## src/rtl/posmode_pkg.sv

```systemverilog
package posmode_pkg;
    // Operating modes selected by the controller
    typedef enum logic [1:0] {
        MODE_NONE = 2'b00,
        MODE_STEP = 2'b01,
        MODE_REF  = 2'b10,
        MODE_JOG  = 2'b11
    } mode_type;

    // Channel state
    typedef enum logic [1:0] {
        ST_IDLE    = 2'b00,
        ST_ACTIVE  = 2'b01,
        ST_MOVING  = 2'b10,
        ST_STOPPED = 2'b11
    } state_type;

    // Register byte offsets
    localparam logic [7:0] OFS_CTRL   = 8'h00;
    localparam logic [7:0] OFS_CMD    = 8'h04;
    localparam logic [7:0] OFS_STATUS = 8'h08;
    localparam logic [7:0] OFS_CFG    = 8'h0c;

    // Control register fields
    localparam int CTRL_MODE_LO  = 0;
    localparam int CTRL_PERMIT   = 2;
    localparam int CTRL_ACK      = 3;
    // Command register fields, written as one-shot requests
    localparam int CMD_START     = 0;
    localparam int CMD_DIR_P     = 1;
    localparam int CMD_DIR_M     = 2;
    localparam int CMD_STOP      = 3;
    localparam int CMD_ARRIVED   = 4;
    // Status register fields
    localparam int ST_FAULT      = 0;
    localparam int ST_STEP_ACT   = 1;
    localparam int ST_RUNNING    = 2;
    localparam int ST_REACHED    = 3;
    localparam int ST_PERMIT     = 4;
    localparam int ST_DIR_POS    = 5;
    localparam int ST_ACCEPT     = 6;
    localparam int ST_MODE_LO    = 8;
    // Configuration fields: which start commands are allowed, and rotary axis for plain-start direction
    localparam int CFG_AUTO_OK   = 0;
    localparam int CFG_DIR_OK    = 1;
    localparam int CFG_ROTARY    = 2;
    localparam logic [2:0] CFG_RESET = 3'b011;
endpackage

```

## src/rtl/positioning_mode_command.sv

```systemverilog
`timescale 1ns/10ps
// Overview of operation
// RULE_01: Target-stepping mode approaches predefined targets
// RULE_02: Reference seek mode and hold-to-run jog mode
// RULE_03: Controller keeps one mode active
// RULE_04: Each channel commanded separately
// RULE_05: Setpoints loaded before mode request
// RULE_06: Controller services mode until it ends
// RULE_07: Accepted starts depend on configuration, axis
// RULE_08: Plain start, device picks direction
// RULE_09: Direction commands start negative or positive
// RULE_10: Stop ends mode and positioning task; code only goes to ST_STOPPED, mode stays selected
// RULE_11: Fault on illegal mode entry or control
// RULE_12: Pending fault blocks start and resume
// RULE_13: Controller acknowledges fault with one
// RULE_14: Controller clears command after acceptance
// RULE_15: Jog direction commands held, not cleared
// RULE_16: Drive permit output follows permit input
// RULE_17: Step-active flag confirms stepping mode entered
// RULE_18: Losing drive permit aborts positioning
// RULE_19: Target reached set on arrival, cleared on start
// RULE_20: Command accepted once, acceptance signalled
module positioning_mode_command (
    input  wire logic        pclk,
    input  wire logic        presetn,
    input  wire logic        psel,
    input  wire logic        penable,
    input  wire logic        pwrite,
    input  wire logic [7:0]  paddr,
    input  wire logic [31:0] pwdata,
    output logic      [31:0] prdata,
    output logic             pready,
    output logic             pslverr,
    output logic             drive_permit,
    output logic             motion_pos,
    output logic             motion_neg
);
    typedef struct packed {
        posmode_pkg::mode_type  mode;
        posmode_pkg::state_type state;
        logic        permit_in;
        logic        fault_ack;
        logic        fault;
        logic        step_act;
        logic        reached;
        logic        dir_pos;
        logic        accept;
        logic        jog_p;
        logic        jog_m;
        logic [2:0]  cfg;
        logic        drive_permit;
        logic        motion_pos;
        logic        motion_neg;
        logic [31:0] prdata;
        logic        pslverr;
        logic        pready;
    } regs_type;

    regs_type r, n;
    logic acc, pend, wr, rd, hit, jog_hold;
    logic start_req, dp_req, dm_req, stop_req, arrive, any_start, ok;
    posmode_pkg::mode_type wmode;

    // One wait state: the first access cycle loads the answer, so read data
    // already stands when pready is seen high; writes land on that same edge
    assign pend = psel & penable & ~r.pready;
    assign acc  = psel & penable & r.pready;
    assign wr   = acc & pwrite;
    assign rd   = pend & ~pwrite;
    assign hit = (paddr == posmode_pkg::OFS_CTRL) | (paddr == posmode_pkg::OFS_CMD) |
                 (paddr == posmode_pkg::OFS_STATUS) | (paddr == posmode_pkg::OFS_CFG);
    assign wmode = posmode_pkg::mode_type'(pwdata[posmode_pkg::CTRL_MODE_LO +: 2]);
    assign start_req = wr & (paddr == posmode_pkg::OFS_CMD) & pwdata[posmode_pkg::CMD_START];
    assign dp_req    = wr & (paddr == posmode_pkg::OFS_CMD) & pwdata[posmode_pkg::CMD_DIR_P];
    assign dm_req    = wr & (paddr == posmode_pkg::OFS_CMD) & pwdata[posmode_pkg::CMD_DIR_M];
    assign stop_req  = wr & (paddr == posmode_pkg::OFS_CMD) & pwdata[posmode_pkg::CMD_STOP];
    assign arrive    = wr & (paddr == posmode_pkg::OFS_CMD) & pwdata[posmode_pkg::CMD_ARRIVED];
    assign any_start = start_req | dp_req | dm_req;
    // A held jog direction rewritten while moving is service, not a new start
    assign jog_hold  = (r.mode == posmode_pkg::MODE_JOG) &
                       (r.state == posmode_pkg::ST_MOVING) & ~start_req &
                       ((dp_req & r.jog_p & ~dm_req) | (dm_req & r.jog_m & ~dp_req));

    // Next-state logic for mode, commands, fault and bus answer
    always_comb begin
        n = r;
        n.accept = 1'b0;
        ok = 1'b1;
        // Control register write: mode select, permit, acknowledge
        if (wr && paddr == posmode_pkg::OFS_CTRL) begin
            n.permit_in = pwdata[posmode_pkg::CTRL_PERMIT];
            n.fault_ack = pwdata[posmode_pkg::CTRL_ACK];
            if (wmode != r.mode) begin
                // Mode change only from rest and fault-free; a second mode while moving is refused
                if (r.fault || r.state == posmode_pkg::ST_MOVING) begin
                    n.fault = 1'b1; // RULE_11
                end else begin
                    n.mode = wmode; // RULE_01 RULE_02
                    n.state = (wmode == posmode_pkg::MODE_NONE) ? posmode_pkg::ST_IDLE
                                                                 : posmode_pkg::ST_ACTIVE;
                    n.step_act = (wmode == posmode_pkg::MODE_STEP); // RULE_17
                end
            end
        end
        if (wr && paddr == posmode_pkg::OFS_CFG) begin
            n.cfg = pwdata[2:0];
        end
        // Acknowledge level clears the fault; new faults below still win
        if (r.fault_ack) begin
            n.fault = 1'b0; // RULE_13
        end
        // Drive permit output tracks the permit input
        n.drive_permit = r.permit_in; // RULE_16
        // Start and direction commands
        if (any_start && !jog_hold) begin
            ok = (start_req && r.cfg[posmode_pkg::CFG_AUTO_OK]) ||
                 ((dp_req || dm_req) && r.cfg[posmode_pkg::CFG_DIR_OK]); // RULE_07
            if (dp_req && dm_req) ok = 1'b0;
            if (r.fault || r.mode == posmode_pkg::MODE_NONE || !r.permit_in ||
                r.state == posmode_pkg::ST_MOVING) ok = 1'b0; // RULE_12
            if (ok) begin
                n.state = posmode_pkg::ST_MOVING;
                n.accept = 1'b1; // RULE_20
                n.reached = 1'b0; // RULE_19
                if (dp_req) n.dir_pos = 1'b1; // RULE_09
                else if (dm_req) n.dir_pos = 1'b0; // RULE_09
                else n.dir_pos = r.cfg[posmode_pkg::CFG_ROTARY] ? r.dir_pos : 1'b1; // RULE_08
                n.jog_p = dp_req & (r.mode == posmode_pkg::MODE_JOG);
                n.jog_m = dm_req & (r.mode == posmode_pkg::MODE_JOG);
            end else begin
                n.fault = 1'b1; // RULE_11
            end
        end
        // Jog runs only while the held direction command is rewritten each service
        if (r.mode == posmode_pkg::MODE_JOG && r.state == posmode_pkg::ST_MOVING &&
            wr && paddr == posmode_pkg::OFS_CMD && !(dp_req && r.jog_p) && !(dm_req && r.jog_m)) begin
            n.state = posmode_pkg::ST_STOPPED; // RULE_15
            n.jog_p = 1'b0;
            n.jog_m = 1'b0;
        end
        // Arrival report ends the approach at target
        if (arrive && r.state == posmode_pkg::ST_MOVING && !any_start) begin
            n.state = posmode_pkg::ST_ACTIVE;
            n.reached = 1'b1; // RULE_19
        end
        // Stop and permit loss abort; both beat a start in the same cycle
        if (stop_req && r.state != posmode_pkg::ST_IDLE) begin
            n.state = posmode_pkg::ST_STOPPED; // RULE_10
            n.accept = 1'b0;
            n.jog_p = 1'b0;
            n.jog_m = 1'b0;
        end
        if (!r.permit_in && r.state == posmode_pkg::ST_MOVING) begin
            n.state = posmode_pkg::ST_STOPPED; // RULE_18
            n.jog_p = 1'b0;
            n.jog_m = 1'b0;
        end
        n.motion_pos = (n.state == posmode_pkg::ST_MOVING) & n.dir_pos;
        n.motion_neg = (n.state == posmode_pkg::ST_MOVING) & ~n.dir_pos;
        // Read data and error answer
        n.prdata = 32'h0000_0000;
        n.pslverr = pend & ~hit;
        n.pready = pend;
        if (rd) begin
            unique case (paddr)
                posmode_pkg::OFS_CTRL: begin
                    n.prdata[posmode_pkg::CTRL_MODE_LO +: 2] = r.mode;
                    n.prdata[posmode_pkg::CTRL_PERMIT] = r.permit_in;
                    n.prdata[posmode_pkg::CTRL_ACK] = r.fault_ack;
                end
                posmode_pkg::OFS_STATUS: begin
                    n.prdata[posmode_pkg::ST_FAULT] = r.fault;
                    n.prdata[posmode_pkg::ST_STEP_ACT] = r.step_act;
                    n.prdata[posmode_pkg::ST_RUNNING] = (r.state == posmode_pkg::ST_MOVING);
                    n.prdata[posmode_pkg::ST_REACHED] = r.reached;
                    n.prdata[posmode_pkg::ST_PERMIT] = r.drive_permit;
                    n.prdata[posmode_pkg::ST_DIR_POS] = r.dir_pos;
                    n.prdata[posmode_pkg::ST_ACCEPT] = r.accept;
                    n.prdata[posmode_pkg::ST_MODE_LO +: 2] = r.state;
                end
                posmode_pkg::OFS_CFG: n.prdata[2:0] = r.cfg;
                default: n.prdata = 32'h0000_0000;
            endcase
        end
    end

    // State register
    always_ff @(posedge pclk or negedge presetn) begin
        if (!presetn) begin
            r <= '0;
            r.cfg <= posmode_pkg::CFG_RESET;
        end else begin
            r <= n;
        end
    end

    assign prdata       = r.prdata;
    assign pready       = r.pready;
    assign pslverr      = r.pslverr;
    assign drive_permit = r.drive_permit;
    assign motion_pos   = r.motion_pos;
    assign motion_neg   = r.motion_neg;

    // Checks
    a_fault_blocks: assert property (@(posedge pclk) disable iff (!presetn)
        (r.fault && any_start) |=> (r.state == $past(r.state) || r.state == posmode_pkg::ST_STOPPED)
                                   && !r.accept) else $error("start taken during fault"); // RULE_12
    a_permit_follow: assert property (@(posedge pclk) disable iff (!presetn)
        ##1 drive_permit == $past(r.permit_in)) else $error("permit not followed"); // RULE_16
    a_permit_abort: assert property (@(posedge pclk) disable iff (!presetn)
        (!r.permit_in && r.state == posmode_pkg::ST_MOVING) |=> r.state != posmode_pkg::ST_MOVING)
        else $error("permit loss no abort"); // RULE_18
    a_stop_ends: assert property (@(posedge pclk) disable iff (!presetn)
        (stop_req && r.state != posmode_pkg::ST_IDLE) |=> r.state == posmode_pkg::ST_STOPPED)
        else $error("stop ignored"); // RULE_10
    a_accept_pulse: assert property (@(posedge pclk) disable iff (!presetn)
        r.accept |=> !r.accept) else $error("accept longer than one cycle"); // RULE_20
    a_step_flag: assert property (@(posedge pclk) disable iff (!presetn)
        r.step_act |-> r.mode == posmode_pkg::MODE_STEP) else $error("step flag wrong"); // RULE_17
    a_reach_clear: assert property (@(posedge pclk) disable iff (!presetn)
        r.accept |-> !r.reached) else $error("reached not cleared"); // RULE_19
    a_dir_set: assert property (@(posedge pclk) disable iff (!presetn)
        (dp_req && !dm_req && !stop_req && r.permit_in && ok) |=> r.dir_pos && motion_pos)
        else $error("positive start wrong"); // RULE_09
    a_bad_start: assert property (@(posedge pclk) disable iff (!presetn)
        (any_start && !ok) |=> r.fault) else $error("fault not raised"); // RULE_11
    c_step_run: cover property (@(posedge pclk) r.step_act ##1 r.accept);
    c_reach: cover property (@(posedge pclk) r.accept ##[1:50] r.reached);
    c_fault_ack: cover property (@(posedge pclk) r.fault ##[1:20] !r.fault);
endmodule

```

## config.mk

```make
export PLATFORM = sky130hd
export DESIGN_NAME = positioning_mode_command
export DESIGN_NICKNAME = d
export VERILOG_FILES = /design/src/rtl/posmode_pkg.sv /design/src/rtl/positioning_mode_command.sv
export SDC_FILE = /design/constraint.sdc
export NUM_CORES = 1
export LEC_CHECK = 0
export BUFFER_PORTS_ARGS = -buffer_cell sky130_fd_sc_hd__buf_2
export CAP_MARGIN = 40
export CORE_MARGIN = 5
export CORE_UTILIZATION = 42
export DETAILED_ROUTE_END_ITERATION = 16
export PLACE_DENSITY = 0.86
export SLEW_MARGIN = 20
export SYNTH_ARGS = -nofsm -noshare
export SYNTH_HDL_FRONTEND = slang
export SYNTH_SLANG_ARGS = --single-unit
```

## constraint.sdc

```tcl
create_clock -name pclk -period 1.65 [get_ports pclk]
set_input_delay 0.0825 -clock pclk [delete_from_list [all_inputs] [get_ports pclk]]
set_output_delay 0.0825 -clock pclk [all_outputs]
set_load 0.02 [all_outputs]
```

After elaboration in Yosys (flattened, before gate mapping):

Index checks and enable logic that the tools add are counted.

* bitwise gates (word level): 37
* muxes and demuxes: 33
* reduce and logical (&&, ||, !) cells: 39
* equal/unequal tests: 8

Operator list (count)
* $mux W2: 12
* $and A1 B1 Y1: 23
* $logic_and A1 B1 Y1: 17
* $eq A8 B4 Y1 const B: 2
* $mux W1: 13
* $mux W10: 1
* $mux W5: 2
* $pmux W3 S3: 1
* $eq A8 B3 Y1 const B: 1
* $logic_not A8 Y1: 1
* $not A1 Y1: 8
* $reduce_bool A4 Y1: 2
* $eq A2 B2 Y1 const B: 3
* $logic_or A1 B1 Y1: 6
* $mux W3: 2
* $mux W6: 1
* $or A1 B1 Y1: 6
* $reduce_bool A2 Y1: 3
* $logic_not A1 Y1: 5
* $logic_not A2 Y1: 2
* $reduce_and A2 Y1: 2
* $reduce_and A3 Y1: 1
* $eq A2 B1 Y1 const B: 1
* $ne A2 B2 Y1: 1
* $pmux W1 S2: 1

* output and inout port bits: 37
* bits of input ports: 45
* flip-flop bits (word level): 53
* word-level logic and storage cells: 135

Logic depth before layout (Yosys ltp):

Gate-level depths: netlist of the first run.

* word-level depth: 20
* gate-level depth with buffers: 6
* depth with buffers taken out: 5

Least setup slack after synthesis of the first run:

No wires, ideal clock.

* path kind: input -> register
* start: input port paddr[1]
* end: register r, in the netlist motion_neg
* stages: 5
* path buffers: 0
* arrival time: 1.640 ns
* slack: -0.109 ns
* required time: 1.530 ns
* library setup time: 0.120 ns
* cell sequence: or4_4 -> nor4_4 -> a41oi_2 -> nor3_2 -> and3b_1

RTL lines
* start, declared: line positioning_mode_command.sv:29 `input wire logic [7:0] paddr,`
* end signal, assigned: line positioning_mode_command.sv:193 `r <= n;`
* end, declared: line positioning_mode_command.sv:59 `regs_type r, n;`

==> run metrics, run 1 <==
Syn Inst Count between 150 and 200; number of unique standard cell types used by synthesis 46; insertion delay of the later-clocked pin in the worst-skew pair 280 ps; class of the tightest hold or removal check in2reg; post-placement worst setup slack -276 ps; critical path arrival around 1800 ps; antenna violations before repair 0; number of endpoints with negative hold slack in the final report 0; placed cell count 269; CP Max Fanout 7; Slew Limit Fails 0; top layer used by detailed routing met4; minimum clock period 1640 ps; Core Area 4030 um^2; via count of the first global-routing pass ~1.4k; Peak VDD IR 264 uV; final worst slack 11.8 ps; first-pass detailed-route iteration total 4; via count normalized by instance count 5.00; Worst setup EP type flip-flop; count of port buffers added during placement 31; detailed placer's ending HPWL roughly 3100 um; CTS H-tree lvls 2; slew at the pin with the worst max-slew slack 656 ps; maximum clock rate 610 MHz; Storage cell area roughly 750 um^2; met1 layer wirelength in the final routing 1600 um; number of cells in the finished layout apart from fillers between 200 and 300; period utilisation layout 99.3%; DR WL met2 1980 um; R2R Path Start pready; initial detailed-routing violation count 64; total via count in the routed design 1406; die width 74.6 um; met3 wire length 372 um; number of cells traversed by the worst register-to-register path 6; critical path class in2reg; number of CTS-inserted buffers 5; TritonCTS clock tree done; number of enable-type register cells in the synthesized netlist 0; post-synthesis async set-or-reset flop share between 90% and 100%; Layout fillers 373; remaining design rule violation count 0; capture point of the worst path motion_neg; CTS Root Buffer Type clkbuf_8; leading cell types in the layout, fill and taps excluded 30 x buf_2, 27 x dfrtp_1, 27 x buf_4, 23 x conb_1, 12 x nor2_1; DIE HEIGHT 74.6 um; wire length of the first global-routing pass 6260 um; post-DR wirelength/cell 14.2 um; register clock-pin slew on the reported worst setup and hold paths 60 ps; Sink Count 30; gp weighted congestion approximately 0.87; endpoints failing setup 0; starting utilization of the core area 43.4%; crit path max-delay cell type or4_4; Seq/Total Area, Yosys 43.0%; CP most frequent cell buf_6; Max stage delay on crit path 550 ps; most frequent standard cell in the layout excluding fill and tap cells buf_2; number of rows created at floorplan 23; multi-input logic area about 830 um^2; maximum buffer depth of the clock tree 2; top-level port count between 80 and 90; run status completed; share of layout cells above drive strength 1 36.8%; number of warnings printed during yosys synthesis 0; clock skew after layout 1.91 ps; critical-path cell list buf_6, or4_4, buf_4, nor4_4, buf_6, a41oi_2, nor3_2, and3b_1; final antenna diode count 0; overflow left after global routing 0; Critical Path RT 1820 ps; worst slew margin relative to its limit approximately 56%; power density cells 806 nW/um^2; final net count between 200 and 300; dominant synthesized flop cell dfrtp_1; Setup TNS Final 0 ps; largest net degree at the start of global routing 31; Avg Synthesized Cell Area 9.89 um^2; reported leakage power 1.13 nW; number of antenna-violating nets in the routed design 0; reg2reg setup slack 40 ps; gr usage total 14.8%; worst setup path start paddr[1]; overall die area 5560 um^2; flip-flop and latch count after synthesis 30; max-cap violation count 0; post-synthesis cell area 1750 um^2; area growth from synthesis to layout 22.5%; endpoint of the most critical register-to-register path motion_neg; startpoint type of the worst setup path input pin; unrepaired setup endpoints after global routing yes; Total Routed Length 4000 um
power by group:
group	switching [mW]	internal, mW	total (mW)
Clock	0.259	0.336	0.594
Combinational	0.223	0.138	0.360
Sequential	0.0108	0.762	0.773
state kept, by name, summed over array words and instances, names as in the netlist:
signal        count
pready            1
n                 1
pslverr           1
motion_pos        1
prdata            9
motion_neg        1
drive_permit      1
r                15
synthesized netlist by cell type, types with 2 or more instances:
cell type,instances,area share (%)
dfstp_2,2,3.0
or4_4,2,1.3
and2_1,8,2.9
mux2i_1,5,2.9
mux2_1,2,1.3
a21o_1,2,0.86
nor2b_1,2,0.71
dfrtp_1,28,40
o21ai_0,5,1.4
nor2_1,12,2.6
nand4_1,4,1.4
nand3_1,5,1.4
nand2b_1,3,1.1
mux2_2,4,2.6
buf_4,32,14
nand2_1,12,2.6
xnor2_1,2,1.0
and3_1,4,1.4
a21oi_1,7,2.0
clkbuf_1,3,0.64
a22oi_1,2,0.86
nor3_1,3,0.86
inv_1,5,1.1
layer usage:
layer  global-route usage (%)  vias up
met5                        0        -
met4                     4.15        0
met3                     5.00        6
met2                     25.5       57
met1                     17.5      671
li1                         -      672
how the worst min path moves through the flow:
stage,start,endpoint,slack (ps),depth (start not counted)
2_1_floorplan,presetn,drive_permit,-210,0
3_3_place_gp,presetn,prdata[0],140,1
3_5_place_dp,presetn,prdata[1],150,1
4_1_cts,penable,pready,70,3
5_1_grt,penable,pready,80,3
6_report,penable,pready,80,3
final cells by class:
| type | instances | area share [%] |
|---|---|---|
| Clock inverter | 1 | 0.233 |
| Inverter | 5 | 0.875 |
| Clock buffer | 7 | 4.03 |
| Multi-Input combinational cell | 128 | 38.8 |
| Sequential cell | 30 | 35.2 |
| Timing Repair Buffer | 60 | 18.0 |
| Tap cell | 50 | 2.92 |
through the flow:
step           utilization [%]  total power [mW]  instance area, um^2  hold slack, ps
5_1_grt                   53.2              1.82                 2140            75.9
3_3_place_gp              49.6              1.12                 2000             138
4_1_cts                   52.1              1.73                 2100            70.7
3_5_place_dp              49.6              1.13                 2000             153
2_1_floorplan                -              1.03                 1850            -213
6_report                  53.2              1.73                 2140            80.7
critical path, delay by kind of cell:
family / cells / cell delay (ps)
buffers and inverters: 3 / 420
AO/OA/AOI/OAI: 1 / 100
AND/OR/NAND/NOR: 4 / 1200
cell families (layout without fill, tap and decap cells):
family | count (synthesis) | count (layout) | synth area share, %
and+or+nand+nor | 65 | 65 | 22.6
buffers and inverters | 41 | 73 | 15.7
DFF | 30 | 30 | 43.0
AOI/OAI and AO/OA | 27 | 27 | 10.7
muxes | 11 | 11 | 6.72
xor gates and xnor gates | 2 | 2 | 1.00
other | 1 | 23 | 0.214
repair_timing:
item | 4_1_cts | 5_1_grt
setup endpoints to repair | 0 | 14
hold buffers | 1 | 0
setup buffers | 0 | 3
gates resized for setup | 0 | 5
endpoints found under the hold margin | 28 | 0
Power figures use the tool's default switching activity.
==> inputs of run 2 (changes only) <==
==> constraint.sdc (replaced) <==
create_clock -name pclk -period 1.65 [get_ports pclk]
set_input_delay 0.4125 -clock pclk [delete_from_list [all_inputs] [get_ports pclk]]
set_output_delay 0.4125 -clock pclk [all_outputs]
set_load 0.02 [all_outputs]
==> run 2 against run 1 <==
  * The run now ends with negative setup slack left
  * Cell area grew 8.7%
  * Die area is the same
  * Via count grew 2.1%
  * Critical endpoint is now prdata[6]
  * Largest cell class unchanged
==> run metrics, run 2 (same netlist as run 1, synthesis figures left out) <==
startpoint type of the worst setup path input pin; final antenna diode count 0 (unchanged); clock skew after layout 3.34 ps (+1.43 ps); slew at the pin with the worst max-slew slack 645 ps (-10.9 ps); number of endpoints with negative hold slack in the final report 0 (unchanged); Peak VDD IR 433 uV (+64%); Final Hold Slack 146 ps (+65.5 ps); endpoints failing setup 26 (+26); top-level port count 82 (unchanged); maximum buffer depth of the clock tree 2 (unchanged); unrepaired setup endpoints after global routing yes; CTS H-tree lvls 2 (unchanged); fraction of power spent switching nets 25.7% (-2.7 points); area growth from synthesis to layout 33.2%; wire length of the first global-routing pass 6490 um (+3.6%); initial detailed-routing violation count 54 (-16%); insertion delay of the later-clocked pin in the worst-skew pair 290 ps (about the same); critical path arrival 2140 ps (+340 ps); Setup TNS Final -5300 ps (-5300 ps); reg2reg setup slack 10 ps (-30 ps); violations in the final reports negative setup slack; total via count in the routed design 1435 (+2.1%); post-placement worst setup slack -602 ps (-326 ps); most frequent standard cell in the layout excluding fill and tap cells buf_2; post-DR wirelength/cell 14.6 um (+2.2%); count of port buffers added during placement 31 (unchanged); number of rows created at floorplan 23 (unchanged); minimum clock period 1920 ps (+281 ps); power density cells 903 nW/um^2 (+12%); CP most frequent cell or4_4; register clock-pin slew on the reported worst setup and hold paths 70 ps (about the same); part of the total power dissipated in sequential elements 36.7% (-8.0 points); detailed placer's ending HPWL 3060 um (-1.2%); crit path max-delay cell type or4_4; max-cap violation count 0 (unchanged); R2R Path Start pready; overflow left after global routing 0 (unchanged); Core Area 4030 um^2 (unchanged); die width 74.6 um (unchanged); gr usage total 15.8% (+1.0 points); leading cell types in the layout, fill and taps excluded 30 x buf_2, 28 x dfrtp_1, 28 x buf_4, 23 x conb_1, 12 x nor2_1; final net count 279 (+1.5%); endpoint of the most critical register-to-register path r[46]; CTS Root Buffer Type clkbuf_8; register name with the most flops r; Critical Path RT 1870 ps (+50 ps); logic gate share of total power 19.0% (-1.9 points); class of the tightest hold or removal check in2async; critical path class in2reg; via count normalized by instance count 5.04 (+0.63%); gp weighted congestion 0.893 (+2.5%); number of hold buffers added after CTS 0 (-1); post-route total power 2.11 mW (+22%); period utilisation layout 116% (+17 points); number of CTS-inserted buffers 5 (unchanged); CP Max Fanout 5 (-2); largest net degree at the start of global routing 31 (unchanged); share of the core filled with cells in the final layout 57.9% (+4.6 points); starting utilization of the core area 43.4% (unchanged); Slew Limit Fails 0 (unchanged); Worst setup EP type flip-flop; Internal Dissipation 1.56 mW (+27%); flip-flop count of the largest register, all copies and words added 15 (unchanged); critical-path cell list buf_6, or4_4, or2_1, or4_4, nor3_4, and2_1; reported leakage power 1.20 nW (+6.3%); worst slew margin relative to its limit 57.0% (+0.73 points); proportion of power drawn by the clock network 44.3% (+9.9 points); number of cells traversed by the worst register-to-register path 6 (unchanged); Total Routed Length 4150 um (+3.7%); Layout fillers 332 (-11%); maximum clock rate 521 MHz (-15%); overall die area 5560 um^2 (unchanged); DIE HEIGHT 74.6 um (unchanged); share of layout cells above drive strength 1 43.8% (+7.0 points); TritonCTS clock tree done; run status complete, but fails checks; remaining design rule violation count 0 (unchanged); final worst slack -270 ps (-281 ps); via count of the first global-routing pass 1386 (-1.8%); number of antenna-violating nets in the routed design 0 (unchanged); Max stage delay on crit path 550 ps (about the same); Sink Count 30 (unchanged); net load switching power 542 uW (+10%); antenna violations before repair 0 (unchanged); first-pass detailed-route iteration total 4 (unchanged)
==> run 2: per-layer routing <==
layer	vias up	wire length, um	track usage, %
met1	683	1630	18.5
li1	676	-	-
met5	-	0	0
met2	65	2010	26.0
met4	0	100	7.71
met3	11	408	5.14
==> run 2: cell type report <==
class | instances | area [um^2] | area share [%]
multi-input cells | 128 | 926 | 39.7
flip-flops and latches | 30 | 753 | 32.3
repair buffers | 64 | 428 | 18.4
clock buffers | 6 | 82.6 | 3.54
well taps | 50 | 62.6 | 2.68
clock inverters | 2 | 60.1 | 2.58
inverters | 5 | 18.8 | 0.805
==> run 2: worst max path at each step <==
stage / start / endpoint / slack, ps / depth (start not counted)
global placement: paddr[1] / r[39] / -560 / 6
CTS: paddr[1] / r[52] / -290 / 6
finish: paddr[1] / prdata[6] / -270 / 6
detailed placement: paddr[1] / prdata[6] / -600 / 6
global route: paddr[1] / prdata[6] / -360 / 6
floorplan: paddr[1] / prdata[4] / -430 / 5
==> run 2: power by group through the flow <==
stage,registers (mW),logic (mW),clock network (mW)
CTS,0.772,0.379,0.947
global route,0.774,0.435,0.977
detailed placement,0.785,0.363,0
floorplan,0.811,0.223,0
finish,0.772,0.400,0.933
global placement,0.785,0.355,0
==> run 2: per-stage QoR <==
stage          cells  cell area, um^2
2_1_floorplan    199             1870
3_3_place_gp     272             2050
3_5_place_dp     272             2050
4_1_cts          281             2240
5_1_grt          285             2330
6_report         285             2330
==> run 2: worst max-delay path: cells and delay by family <==
family	cells	cell delay [ps]
buf+inv	1	90
simple gates	5	1640
==> run 2: timing repair <==
item / 4_1_cts / 5_1_grt
buffers inserted: 2 / 4
pin swaps: 10 / 10
gates resized for setup: 9 / 14
setup endpoints to repair: 26 / 27
